### src/p2mux_pkg.sv
package p2mux_pkg;

  // Avalon-MM byte offsets of the port 2 registers
  localparam logic [4:0] OFS_DIR   = 5'h00;
  localparam logic [4:0] OFS_DATA  = 5'h04;
  localparam logic [4:0] OFS_STATE = 5'h08;
  localparam logic [4:0] OFS_OTYPE = 5'h0c;
  localparam logic [4:0] OFS_PFC   = 5'h10;

  // Reset values
  localparam logic [3:0] RST_PINREG = 4'h0;
  localparam logic [3:0] RST_PFC    = 4'h0;

  // Function control register field positions
  localparam int PFC_PULSE_SEL = 0;
  localparam int PFC_TIMER_SEL = 1;
  localparam int PFC_BTMR_SEL  = 2;
  localparam int PFC_WAIT_SEL  = 3;

  // Internal pin index: 0 = pin 0, 1 = pin 5, 2 = pin 6, 3 = pin 7
  localparam int IX_P0 = 0;
  localparam int IX_P5 = 1;
  localparam int IX_P6 = 2;
  localparam int IX_P7 = 3;
  localparam int NPINS = 4;

  // Timer mode codes and the capture I/O select code
  localparam logic [3:0] TMODE_NORMAL = 4'h0;
  localparam logic [3:0] TMODE_PWM1   = 4'h2;
  localparam logic [3:0] TMODE_PWM2   = 4'h3;
  localparam logic [1:0] TMODE_HI01   = 2'h1;
  localparam logic [1:0] IOSEL_CAP    = 2'h2;

  // Counter-clear codes that silence a PWM mode 2 output
  localparam logic [2:0] CLR_T5_B = 3'h2;
  localparam logic [2:0] CLR_T5_A = 3'h1;
  localparam logic [2:0] CLR_T4_B = 3'h2;
  localparam logic [2:0] CLR_T3_A = 3'h1;

endpackage

### src/p2mux_tmr_dec.sv
`timescale 1ns/1ps
module p2mux_tmr_dec
  import p2mux_pkg::*;
#(
  parameter bit         ALLOW_01XX = 1'b1,  // 01xx also counts as normal
  parameter bit         PWM1_OK    = 1'b0,  // PWM mode 1 drives this pin
  parameter bit         CAP_B3     = 1'b1,  // Capture on select bit 3 only
  parameter logic [2:0] CLR_MATCH  = 3'h0   // Clear code muting PWM2
)(
  input  wire logic [3:0] mode_i,    // Timer mode field
  input  wire logic [3:0] iosel_i,   // Compare/IO select field
  input  wire logic [2:0] cclr_i,    // Counter clear source
  output logic            out_en_o,  // Timer drives the pin
  output logic            cap_en_o   // Pin feeds the capture input
);

  logic normal;
  logic any_io;

  assign normal = (mode_i == TMODE_NORMAL) ||
                  (ALLOW_01XX && (mode_i[3:2] == TMODE_HI01));
  assign any_io = (iosel_i[1:0] != 2'h0);

  always_comb
  begin
    out_en_o = 1'b0;
    if (normal)
      out_en_o = !iosel_i[3] && any_io;  // [RQ6]
    else if (mode_i == TMODE_PWM1)
      out_en_o = PWM1_OK && any_io;
    else if (mode_i == TMODE_PWM2)
      out_en_o = any_io && (cclr_i != CLR_MATCH);
  end

  assign cap_en_o = normal &&
                    (CAP_B3 ? iosel_i[3] : (iosel_i[3:2] == IOSEL_CAP));

endmodule

### src/p2mux_top.sv
`timescale 1ns/1ps
// Behaviour
// RQ1: Output-type bit 1 gives open-drain, 0 push-pull
// RQ2: Software writes zero into reserved bits 4..1
// RQ3: Pin 7: I2C clock, timer, then port
// RQ4: Pin 7 feeds timer 5 capture B
// RQ5: Pin 6 feeds timer 5 capture A
// RQ6: Compare output only for listed select codes
// RQ7: Pin 7 to IRQ15 when selected; code routes it only when HAS_BYTE_TIMER is 0
// RQ8: Pin 6 to IRQ14 when selected; code routes it only when HAS_BYTE_TIMER is 0
// RQ9: Pin 6 ADC trigger needs matching selects
// RQ10: Pin 5 feeds timer 4 capture B
// RQ11: Pin 5 to IRQ13 when selected; code routes it only when HAS_BYTE_TIMER is 0
// RQ12: Pin 5 pulse and timer need select zero
// RQ13: Bus wait from pin 5 when selected
// RQ14: Wait enable matters only when expanded
// RQ15: Byte timer 1 output on pin 5
// RQ16: Pin 0 feeds timer 3 capture A
// RQ17: USB pull-up control overrides pin 0
// RQ18: Pin 0 to IRQ8 when selected; code routes it only when HAS_BYTE_TIMER is 0
// RQ19: Pin 0 pulse output needs select zero
// RQ20: Pin 0 timer I/O needs select zero
// RQ21: Pin 0 byte timer reset input
// RQ22: Direction 1 drives data, 0 is input
// RQ23: Input functions sample pin in parallel
module p2mux_top
  import p2mux_pkg::*;
#(
  parameter bit HAS_BYTE_TIMER = 1'b0  // Variant with 8-bit timers
)(
  input  wire logic        mclk_i,              // 20 MHz clock
  input  wire logic        rst_i,               // Async reset, high
  input  wire logic [4:0]  avs_address,         // Byte address
  input  wire logic        avs_read,            // Read request
  input  wire logic        avs_write,           // Write request
  input  wire logic [31:0] avs_writedata,       // Write data
  input  wire logic [3:0]  avs_byteenable,      // Byte lanes
  output logic [31:0]      avs_readdata,        // Read data
  output logic             avs_waitrequest,     // Stall
  input  wire logic [3:0]  pin_i,               // Pins 7,6,5,0 level
  output logic [3:0]       pin_o,               // Pin output value
  output logic [3:0]       pin_oe_o,            // Pin output enable
  input  wire logic        twowire_enable_i,    // I2C channel 2 on
  input  wire logic        twowire_scl_i,       // I2C clock out value
  input  wire logic        twowire_sda_i,       // I2C data out value
  output logic             twowire_scl_o,       // I2C clock in level
  output logic             twowire_sda_o,       // I2C data in level
  input  wire logic [3:0]  t5_mode_i,           // Timer 5 mode field
  input  wire logic [3:0]  t5_iosel_b_i,        // Timer 5 B select
  input  wire logic [3:0]  t5_iosel_a_i,        // Timer 5 A select
  input  wire logic [1:0]  t5_cclr_i,           // Timer 5 clear src
  input  wire logic        timer5_io_b_i,       // Timer 5 B out value
  input  wire logic        timer5_io_a_i,       // Timer 5 A out value
  output logic             timer5_io_b_o,       // Timer 5 B capture
  output logic             timer5_io_a_o,       // Timer 5 A capture
  input  wire logic [3:0]  t4_mode_i,           // Timer 4 mode field
  input  wire logic [3:0]  t4_iosel_b_i,        // Timer 4 B select
  input  wire logic [1:0]  t4_cclr_i,           // Timer 4 clear src
  input  wire logic        timer4_io_b_alt_i,   // Timer 4 B out value
  output logic             timer4_io_b_alt_o,   // Timer 4 B capture
  input  wire logic [3:0]  t3_mode_i,           // Timer 3 mode field
  input  wire logic [3:0]  t3_iosel_a_i,        // Timer 3 A select
  input  wire logic [2:0]  t3_cclr_i,           // Timer 3 clear src
  input  wire logic        timer3_io_a_alt_i,   // Timer 3 A out value
  output logic             timer3_io_a_alt_o,   // Timer 3 A capture
  input  wire logic [3:0]  pulse_output_en_i,   // Pulse enables 7,6,5,0
  input  wire logic [3:0]  pulse_output_i,      // Pulse values 7,6,5,0
  input  wire logic [3:0]  irq_pin_select_i,    // IRQ 15,14,13,8 select
  output logic [3:0]       irq_level_o,         // IRQ 15,14,13,8 level
  input  wire logic        adc_ext_trigger_select_i, // Extended select
  input  wire logic        adc_trigger_sel_hi_i,     // Trigger select hi
  input  wire logic        adc_trigger_sel_lo_i,     // Trigger select lo
  output logic             adc1_external_trigger_o,  // Trigger, low act
  input  wire logic        bus_wait_enable_i,        // Wait enable
  input  wire logic        bus_expansion_enable_i,   // Expanded mode
  output logic             bus_wait_o,               // Wait, low active
  input  wire logic        usb_pullup_enable_i,      // Pull-up owns pin 0
  input  wire logic        usb_pullup_control_i,     // Pull-up value
  input  wire logic [3:0]  byte_timer_output_select_i, // Timer 1 output
  input  wire logic        byte_timer1_output_i,     // Timer 1 out value
  output logic             byte_timer0_reset_in_o    // Timer 0 reset in
);

  logic [3:0]  dir_ff;
  logic [3:0]  data_ff;
  logic [3:0]  otype_ff;
  logic [3:0]  pfc_ff;
  logic [3:0]  pin_s1_ff;
  logic [3:0]  pin_s2_ff;
  logic        ack_ff;
  logic [31:0] rdata_ff;
  logic [3:0]  pin_o_ff;
  logic [3:0]  pin_oe_ff;
  logic [3:0]  drive;
  logic [3:0]  drv_val;
  logic [3:0]  force_od;
  logic [3:0]  port_val;
  logic [3:0]  state_val;
  logic [3:0]  wr_bits;
  logic        req;
  logic        wr_en;
  logic [31:0] nxt_rdata;
  logic        t5b_out;
  logic        t5b_cap;
  logic        t5a_out;
  logic        t5a_cap;
  logic        t4b_out;
  logic        t4b_cap;
  logic        t3a_out;
  logic        t3a_cap;
  logic        pulse_ok;
  logic        timer_ok;
  logic        btmr_ok;
  logic        btmr_out;
  logic        wait_owned;

  if (HAS_BYTE_TIMER !== 1'b0 && HAS_BYTE_TIMER !== 1'b1)
  begin : g_bad_variant
    $error("HAS_BYTE_TIMER must be 0 or 1");
  end

  function automatic logic [7:0] to_byte(input logic [3:0] v);
    to_byte = {v[IX_P7], v[IX_P6], v[IX_P5], 4'h0, v[IX_P0]};
  endfunction

  // Pin levels come from outside the clock domain; reset to the pulled-up
  // idle level so no false low-active input follows reset
  always_ff @(posedge mclk_i or posedge rst_i)
  begin
    if (rst_i)
    begin
      pin_s1_ff <= '1;
      pin_s2_ff <= '1;
    end
    else
    begin
      pin_s1_ff <= pin_i;
      pin_s2_ff <= pin_s1_ff;
    end
  end

  // Bus slave: one wait state, so read data can come from a flop
  assign req             = avs_read || avs_write;
  assign avs_waitrequest = req && !ack_ff;
  assign wr_en           = avs_write && ack_ff && avs_byteenable[0];
  assign wr_bits         = {avs_writedata[7], avs_writedata[6],
                            avs_writedata[5], avs_writedata[0]};
  assign avs_readdata    = rdata_ff;

  always_ff @(posedge mclk_i or posedge rst_i)
  begin
    if (rst_i)
      ack_ff <= 1'b0;
    else
      ack_ff <= req && !ack_ff;
  end

  // Reserved bits 4..1 are dropped on write; software keeps them zero
  always_ff @(posedge mclk_i or posedge rst_i)
  begin
    if (rst_i)
    begin
      dir_ff   <= RST_PINREG;
      data_ff  <= RST_PINREG;
      otype_ff <= RST_PINREG;
      pfc_ff   <= RST_PFC;
    end
    else if (wr_en)
    begin
      if (avs_address == OFS_DIR)
        dir_ff <= wr_bits;
      if (avs_address == OFS_DATA)
        data_ff <= wr_bits;
      if (avs_address == OFS_OTYPE)
        otype_ff <= wr_bits;  // [RQ2]
      if (avs_address == OFS_PFC)
        pfc_ff <= avs_writedata[3:0];
    end
  end

  // Output ports read back their data bit, inputs the pin
  assign state_val = (dir_ff & data_ff) | (~dir_ff & pin_s2_ff);

  always_comb
  begin
    nxt_rdata = 32'h0;
    unique case (avs_address)
      OFS_DIR:   nxt_rdata[7:0] = to_byte(dir_ff);
      OFS_DATA:  nxt_rdata[7:0] = to_byte(data_ff);
      OFS_STATE: nxt_rdata[7:0] = to_byte(state_val);
      OFS_OTYPE: nxt_rdata[7:0] = to_byte(otype_ff);
      OFS_PFC:   nxt_rdata[3:0] = pfc_ff;
      default:   nxt_rdata = 32'h0;
    endcase
  end

  always_ff @(posedge mclk_i or posedge rst_i)
  begin
    if (rst_i)
      rdata_ff <= 32'h0;
    else if (avs_read && !ack_ff)
      rdata_ff <= nxt_rdata;
  end

  p2mux_tmr_dec #(
    .ALLOW_01XX (1'b1),
    .PWM1_OK    (1'b0),
    .CAP_B3     (1'b1),
    .CLR_MATCH  (CLR_T5_B)
  ) u_dec_t5b (
    .mode_i   (t5_mode_i),
    .iosel_i  (t5_iosel_b_i),
    .cclr_i   ({1'b0, t5_cclr_i}),
    .out_en_o (t5b_out),
    .cap_en_o (t5b_cap)
  );

  p2mux_tmr_dec #(
    .ALLOW_01XX (1'b1),
    .PWM1_OK    (1'b1),
    .CAP_B3     (1'b1),
    .CLR_MATCH  (CLR_T5_A)
  ) u_dec_t5a (
    .mode_i   (t5_mode_i),
    .iosel_i  (t5_iosel_a_i),
    .cclr_i   ({1'b0, t5_cclr_i}),
    .out_en_o (t5a_out),
    .cap_en_o (t5a_cap)
  );

  p2mux_tmr_dec #(
    .ALLOW_01XX (1'b1),
    .PWM1_OK    (1'b0),
    .CAP_B3     (1'b0),
    .CLR_MATCH  (CLR_T4_B)
  ) u_dec_t4b (
    .mode_i   (t4_mode_i),
    .iosel_i  (t4_iosel_b_i),
    .cclr_i   ({1'b0, t4_cclr_i}),
    .out_en_o (t4b_out),
    .cap_en_o (t4b_cap)
  );

  p2mux_tmr_dec #(
    .ALLOW_01XX (1'b0),
    .PWM1_OK    (1'b1),
    .CAP_B3     (1'b0),
    .CLR_MATCH  (CLR_T3_A)
  ) u_dec_t3a (
    .mode_i   (t3_mode_i),
    .iosel_i  (t3_iosel_a_i),
    .cclr_i   (t3_cclr_i),
    .out_en_o (t3a_out),
    .cap_en_o (t3a_cap)
  );

  assign pulse_ok   = !pfc_ff[PFC_PULSE_SEL];                 // [RQ12]
  assign timer_ok   = !pfc_ff[PFC_TIMER_SEL];                 // [RQ20]
  assign btmr_ok    = HAS_BYTE_TIMER && !pfc_ff[PFC_BTMR_SEL];
  assign btmr_out   = btmr_ok && (byte_timer_output_select_i != 4'h0);
  // Wait enable is ignored in single-chip mode with expansion off
  assign wait_owned = bus_expansion_enable_i && bus_wait_enable_i; // [RQ14]
  assign port_val   = pulse_output_en_i & pulse_output_i |
                      ~pulse_output_en_i & data_ff;

  always_comb
  begin
    drive    = 4'h0;
    drv_val  = 4'h0;
    force_od = 4'h0;
    // Pin 7
    if (twowire_enable_i)
    begin
      drive[IX_P7]    = 1'b1;                                 // [RQ3]
      drv_val[IX_P7]  = twowire_scl_i;
      force_od[IX_P7] = 1'b1;
    end
    else if (t5b_out)
    begin
      drive[IX_P7]   = 1'b1;                                  // [RQ6]
      drv_val[IX_P7] = timer5_io_b_i;
    end
    else
    begin
      drive[IX_P7]   = dir_ff[IX_P7];                         // [RQ22]
      drv_val[IX_P7] = port_val[IX_P7];
    end
    // Pin 6
    if (twowire_enable_i)
    begin
      drive[IX_P6]    = 1'b1;
      drv_val[IX_P6]  = twowire_sda_i;
      force_od[IX_P6] = 1'b1;
    end
    else if (t5a_out)
    begin
      drive[IX_P6]   = 1'b1;
      drv_val[IX_P6] = timer5_io_a_i;
    end
    else
    begin
      drive[IX_P6]   = dir_ff[IX_P6];
      drv_val[IX_P6] = port_val[IX_P6];
    end
    // Pin 5: the wait function leaves the pin an input
    if (wait_owned)
      drive[IX_P5] = 1'b0;                                    // [RQ14]
    else if (t4b_out && timer_ok)
    begin
      drive[IX_P5]   = 1'b1;                                  // [RQ12]
      drv_val[IX_P5] = timer4_io_b_alt_i;
    end
    else if (btmr_out)
    begin
      drive[IX_P5]   = 1'b1;                                  // [RQ15]
      drv_val[IX_P5] = byte_timer1_output_i;
    end
    else
    begin
      drive[IX_P5]   = dir_ff[IX_P5];
      drv_val[IX_P5] = (pulse_ok && pulse_output_en_i[IX_P5]) ?
                       pulse_output_i[IX_P5] : data_ff[IX_P5];
    end
    // Pin 0: pull-up control wins over everything
    if (usb_pullup_enable_i)
    begin
      drive[IX_P0]   = 1'b1;                                  // [RQ17]
      drv_val[IX_P0] = usb_pullup_control_i;
    end
    else if (t3a_out && timer_ok)
    begin
      drive[IX_P0]   = 1'b1;                                  // [RQ20]
      drv_val[IX_P0] = timer3_io_a_alt_i;
    end
    else
    begin
      drive[IX_P0]   = dir_ff[IX_P0];
      drv_val[IX_P0] = (pulse_ok && pulse_output_en_i[IX_P0]) ?
                       pulse_output_i[IX_P0] : data_ff[IX_P0];  // [RQ19]
    end
  end

  // Open drain never drives high; the board pull-up does that
  genvar gi;
  generate
    for (gi = 0; gi < NPINS; gi++)
    begin : g_drv
      always_ff @(posedge mclk_i or posedge rst_i)
      begin
        if (rst_i)
        begin
          pin_o_ff[gi]  <= 1'b0;
          pin_oe_ff[gi] <= 1'b0;
        end
        else if (otype_ff[gi] || force_od[gi])
        begin
          pin_o_ff[gi]  <= 1'b0;                              // [RQ1]
          pin_oe_ff[gi] <= drive[gi] && !drv_val[gi];
        end
        else
        begin
          pin_o_ff[gi]  <= drv_val[gi];
          pin_oe_ff[gi] <= drive[gi];
        end
      end
    end
  endgenerate

  assign pin_o    = pin_o_ff;
  assign pin_oe_o = pin_oe_ff;

  // Inputs watch the pin whatever drives it
  assign twowire_scl_o     = pin_s2_ff[IX_P7];                // [RQ23]
  assign twowire_sda_o     = pin_s2_ff[IX_P6];
  assign timer5_io_b_o     = t5b_cap && pin_s2_ff[IX_P7];     // [RQ4]
  assign timer5_io_a_o     = t5a_cap && pin_s2_ff[IX_P6];     // [RQ5]
  assign timer4_io_b_alt_o = timer_ok && t4b_cap &&
                             pin_s2_ff[IX_P5];                // [RQ10]
  assign timer3_io_a_alt_o = timer_ok && t3a_cap &&
                             pin_s2_ff[IX_P0];                // [RQ16]
  // Interrupt inputs idle high when not routed
  assign irq_level_o = ~(irq_pin_select_i & ~pin_s2_ff &
                         {4{!HAS_BYTE_TIMER}});   // [RQ7] [RQ8] [RQ11] [RQ18]
  assign adc1_external_trigger_o =
    !(!adc_ext_trigger_select_i && adc_trigger_sel_hi_i &&
      adc_trigger_sel_lo_i && !pin_s2_ff[IX_P6]);             // [RQ9]
  assign bus_wait_o = !(wait_owned && pfc_ff[PFC_WAIT_SEL] &&
                        !pin_s2_ff[IX_P5]);                   // [RQ13]
  assign byte_timer0_reset_in_o = btmr_ok && pin_s2_ff[IX_P0]; // [RQ21]

  AST_OD_NEVER_HIGH: assert property (                        // [RQ1]
    @(posedge mclk_i) disable iff (rst_i)
    ((pin_oe_o & pin_o & $past(otype_ff)) == 4'h0))
    else $error("open-drain pin driven high");

  AST_SCL_OWNS_P7: assert property (                          // [RQ3]
    @(posedge mclk_i) disable iff (rst_i)
    twowire_enable_i && !twowire_scl_i |=> pin_oe_o[IX_P7] && !pin_o[IX_P7])
    else $error("pin 7 not pulled low by I2C clock");

  AST_T5B_CAPTURE: assert property (                          // [RQ4]
    @(posedge mclk_i) disable iff (rst_i)
    timer5_io_b_o |-> t5_iosel_b_i[3] &&
      (t5_mode_i == TMODE_NORMAL || t5_mode_i[3:2] == TMODE_HI01))
    else $error("timer 5 B capture without setting");

  AST_IRQ15_GATED: assert property (                          // [RQ7]
    @(posedge mclk_i) disable iff (rst_i)
    !irq_level_o[IX_P7] |-> irq_pin_select_i[IX_P7] &&
      !pin_s2_ff[IX_P7])
    else $error("IRQ15 asserted while not selected");

  AST_ADC_TRIGGER: assert property (                          // [RQ9]
    @(posedge mclk_i) disable iff (rst_i)
    !adc1_external_trigger_o |-> !adc_ext_trigger_select_i &&
      adc_trigger_sel_hi_i && adc_trigger_sel_lo_i)
    else $error("ADC trigger accepted with wrong selects");

  AST_WAIT_SINGLE: assert property (                          // [RQ14]
    @(posedge mclk_i) disable iff (rst_i)
    !bus_expansion_enable_i |-> bus_wait_o)
    else $error("wait taken in single-chip mode");

  AST_WAIT_SELECT: assert property (                          // [RQ13]
    @(posedge mclk_i) disable iff (rst_i)
    !bus_wait_o |-> pfc_ff[PFC_WAIT_SEL] && bus_wait_enable_i)
    else $error("wait taken without pin select");

  AST_PULLUP_P0: assert property (                            // [RQ17]
    @(posedge mclk_i) disable iff (rst_i)
    usb_pullup_enable_i && !otype_ff[IX_P0] |=>
      pin_oe_o[IX_P0] && (pin_o[IX_P0] == $past(usb_pullup_control_i)))
    else $error("pull-up control not on pin 0");

  AST_GPIO_P7: assert property (                              // [RQ22]
    @(posedge mclk_i) disable iff (rst_i)
    !twowire_enable_i && !t5b_out && !otype_ff[IX_P7] &&
      !pulse_output_en_i[IX_P7] |=>
      pin_oe_o[IX_P7] == $past(dir_ff[IX_P7]) &&
      (!pin_oe_o[IX_P7] || pin_o[IX_P7] == $past(data_ff[IX_P7])))
    else $error("pin 7 port output wrong");

endmodule

### config.mk
export PLATFORM = sky130hd
export DESIGN_NAME = p2mux_top
export DESIGN_NICKNAME = d
export VERILOG_FILES = /design/src/p2mux_pkg.sv /design/src/p2mux_tmr_dec.sv /design/src/p2mux_top.sv
export SDC_FILE = /design/constraint.sdc
export NUM_CORES = 1
export LEC_CHECK = 0
export ABC_AREA = 0
export ABC_CLOCK_PERIOD_IN_PS = 3300
export BUFFER_PORTS_ARGS = -buffer_cell sky130_fd_sc_hd__buf_2
export CAP_MARGIN = 20
export CELL_PAD_IN_SITES_DETAIL_PLACEMENT = 1
export CELL_PAD_IN_SITES_GLOBAL_PLACEMENT = 2
export CORE_UTILIZATION = 23
export DETAILED_ROUTE_END_ITERATION = 8
export GPL_TIMING_DRIVEN = 0
export PLACE_DENSITY = 0.88
export SLEW_MARGIN = 25
export SYNTH_ARGS = -nofsm -noshare
export SYNTH_HDL_FRONTEND = slang
export SYNTH_HIERARCHICAL = 1
export SYNTH_SLANG_ARGS = --single-unit
export TNS_END_PERCENT = 30
### constraint.sdc
create_clock -name mclk_i -period 3.3 [get_ports mclk_i]
set_input_delay 0.33 -clock mclk_i [delete_from_list [all_inputs] [get_ports mclk_i]]
set_output_delay 0.33 -clock mclk_i [all_outputs]
set_load 0.01 [all_outputs]
==> results.txt <==
N_diodes = 0
Max Fclk = 668 MHz
Final min period = 1.50 ns
Crit path required time = 2.97 ns
Nets = 480
Crit Path Class = in -> out
Via-to-Cell Ratio = 4.18
Distinct cells, synth = 49
First-pass GRT wire length = 10100 µm
Internal Power = 0.804 mW
Net Switching = 0.309 mW
FF-to-FF path depth = 3
ANT nets after route = 0
Maximum clock path buffer count = 2
Initial DRC count = 34
Pin count of the biggest net entering global routing = 33
Status = finished, final reports clean
Final Max Tran Viols = 0
Drt total wl = 6350 µm
Final setup vio count = 0
Fin cells = 498
Crit path from = t4_mode_i[1]
Comb pwr share = 22.4%
Critical Path Source Type = input port
Core area = 9730 µm²
Die area = 10400 µm²
Fin Setup TNS = 0 ns
CTS H-tree depth = 2
GR Util met1 = 14.3%
Routability cong. = 0.789
Cell area power density = 347 nW/µm²
Sequential share of power = 50.5%
Synth Register Bits = 40
Fill cell count = 1212
Clk Latency, worst-skew pair = 0.29 ns
M3 GR Usage = 2.00%
Most common cell after layout, fill and taps aside = buf_2
Skew final = 0.00745 ns
Largest fanout on the critical path = 2
Die span in x = 102 µm
Max-cap viol count = 0
Syn Area/Cell = 10.4 µm²
RSZ-0062 raised after global routing = no
R2R setup slack = 1.84 ns
Total gr overflow = 0
EDFF count, synth = 0
Share of cells above drive strength 1 = 49.6%
Clock share of power = 27.1%
Data arrival, critical path = 1.17 ns
Post-Syn Area = 2290 µm²
Met2 usage = 23.6%
Endpoints failing hold = 0
Period Utilization, post-route = 45.4%
Post-Syn Instances = 221
DRC Markers = 0
WL/cell = 12.8 µm
Initial antenna violation count = 0
Number of global-route vias before repair = 2115
Synth area leader = dfrtp_1
Pleak = 1.65 nW
Yosys top cell area share = 35.0%
DP Cell Count = 490
Top cells by area, synth = dfrtp_1 (35%), dfstp_2 (9.2%), buf_4 (8.5%)
CTS root buf = clkbuf_8
Via count = 2080
Post-DP HPWL = 5360 µm
Peak supply drop = 0.119 mV
Worst Setup EP = timer4_io_b_alt_o
Reg2reg start = ack_ff$_DFF_PP0_
Worst min-delay path class = in -> reg
Asr flop ratio synth = 100%
P&R area growth vs syn = 39.9%
CTS tree = yes
Worst-path clk slew = 0.07 ns
Rows = 36
Die Span Y = 102 µm
Sw frac = 27.7%
Ys flop type = dfrtp_1
DRT Pass-1 Iters = 4
Commonest cells after routing, fill and taps aside = buf_2 (110), dfrtp_1 (32), conb_1 (29), buf_4 (26), nand2_1 (18)
GRT busiest layer = met2
Sequential area share after synthesis = 44.1%
Port Buffers = 107
Reg2Reg Capture Point = data_ff[3]$_DFFE_PP0P_
Sink Count = 40
Num CTS Buffers = 5
Syn. warnings = 6
GRT Util Overall = 12.7%
Top-Level Pins = 169
Setup crit end kind = primary output
Initial Utilization = 23.5%
==> area by class of cell <==
type	count	area [µm²]	share of cell area, %
clock buffer	7	76.3	2.38
timing repair buffer	109	566	17.6
inverter	3	11.3	0.351
multi-input combinational	176	1160	36.2
buffer	30	214	6.68
sequential	40	1010	31.6
tap	133	166	5.19
==> routing by layer <==
metal	wire length [µm]	up-vias
met5	0	-
met4	110	0
met3	294	8
met2	3390	64
met1	2560	993
li1	-	1015
==> synthesized netlist by cell type, drive strengths merged (3+ instances only) <==
cell,number
nand2b,11
dfstp,8
nand2,18
a31oi,3
nand3,5
nor3,6
a21oi,8
mux2,17
o21ba,3
and2,3
nor2,19
mux2i,7
nor4b,3
nor2b,5
buf,29
nor3b,5
o21ai,6
inv,3
dfrtp,32
==> logic make-up after synthesis <==
logic type / after synthesis / share of synthesized area [%]
other: 1 / 0.164
muxes: 24 / 11.4
DFF: 40 / 44.1
AOI/OAI and AO/OA: 35 / 10.5
and+or+nand+nor: 88 / 23.9
buffers and inverters: 33 / 9.83
==> registers in the layout (all words and copies together), names as in the netlist, 4 cells and up <==
signal and cells:
data_ff 4, pfc_ff 4, pin_s1_ff 4, pin_o 4, avs_readdata 7, pin_s2_ff 4
otype_ff 4, dir_ff 4, pin_oe_o 4
==> worst min path at each step <==
stage	startpoint	end	slack [ns]	depth (start not counted)
6_report	pin_i[0]	pin_s1_ff[0]$_DFF_PP1_	0.14	1
5_1_grt	pin_i[0]	pin_s1_ff[0]$_DFF_PP1_	0.13	1
4_1_cts	pin_i[0]	pin_s1_ff[0]$_DFF_PP1_	0.12	1
3_5_place_dp	rst_i	pin_o[0]$_DFF_PP0_	0.27	2
3_3_place_gp	pin_s1_ff[0]$_DFF_PP1_	pin_s2_ff[0]$_DFF_PP1_	0.35	0
2_1_floorplan	pin_i[0]	pin_s1_ff[0]$_DFF_PP1_	0.33	0
==> worst max-delay path, stage by stage <==
cell,delay (ns)
buf_2,0.11
o21ba_2,0.23
nor4b_2,0.20
and3b_1,0.18
buf_2,0.13
==> power by group through the flow <==
stage	Combinational (mW)	Sequential, mW	Clock (mW)
3_3_place_gp	0.238	0.571	0
2_1_floorplan	0.138	0.568	0
5_1_grt	0.277	0.568	0.335
4_1_cts	0.251	0.563	0.322
3_5_place_dp	0.249	0.572	0
6_report	0.249	0.562	0.302
==> timing repair <==
| item | in CTS | in global routing |
|---|---|---|
| setup endpoints to repair | 0 | 0 |
| hold buffers | 1 | 0 |
| buffers inserted | 0 | 0 |
| hold endpoints to repair | 3 | 0 |
| resized for setup | 0 | 0 |
==> per-stage QoR <==
stage | hold slack (ns) | util [%] | total power, mW | setup WS [ns] | area, µm²
floorplan | 0.334 | - | 0.706 | 1.86 | 2400
global placement | 0.346 | 31.8 | 0.809 | 1.45 | 3100
detailed placement | 0.272 | 32.0 | 0.822 | 1.55 | 3120
CTS | 0.124 | 32.9 | 1.14 | 1.80 | 3200
global route | 0.126 | 32.9 | 1.18 | 1.73 | 3200
finish | 0.138 | 32.9 | 1.11 | 1.80 | 3200
(Power assumes the default switching activity.)
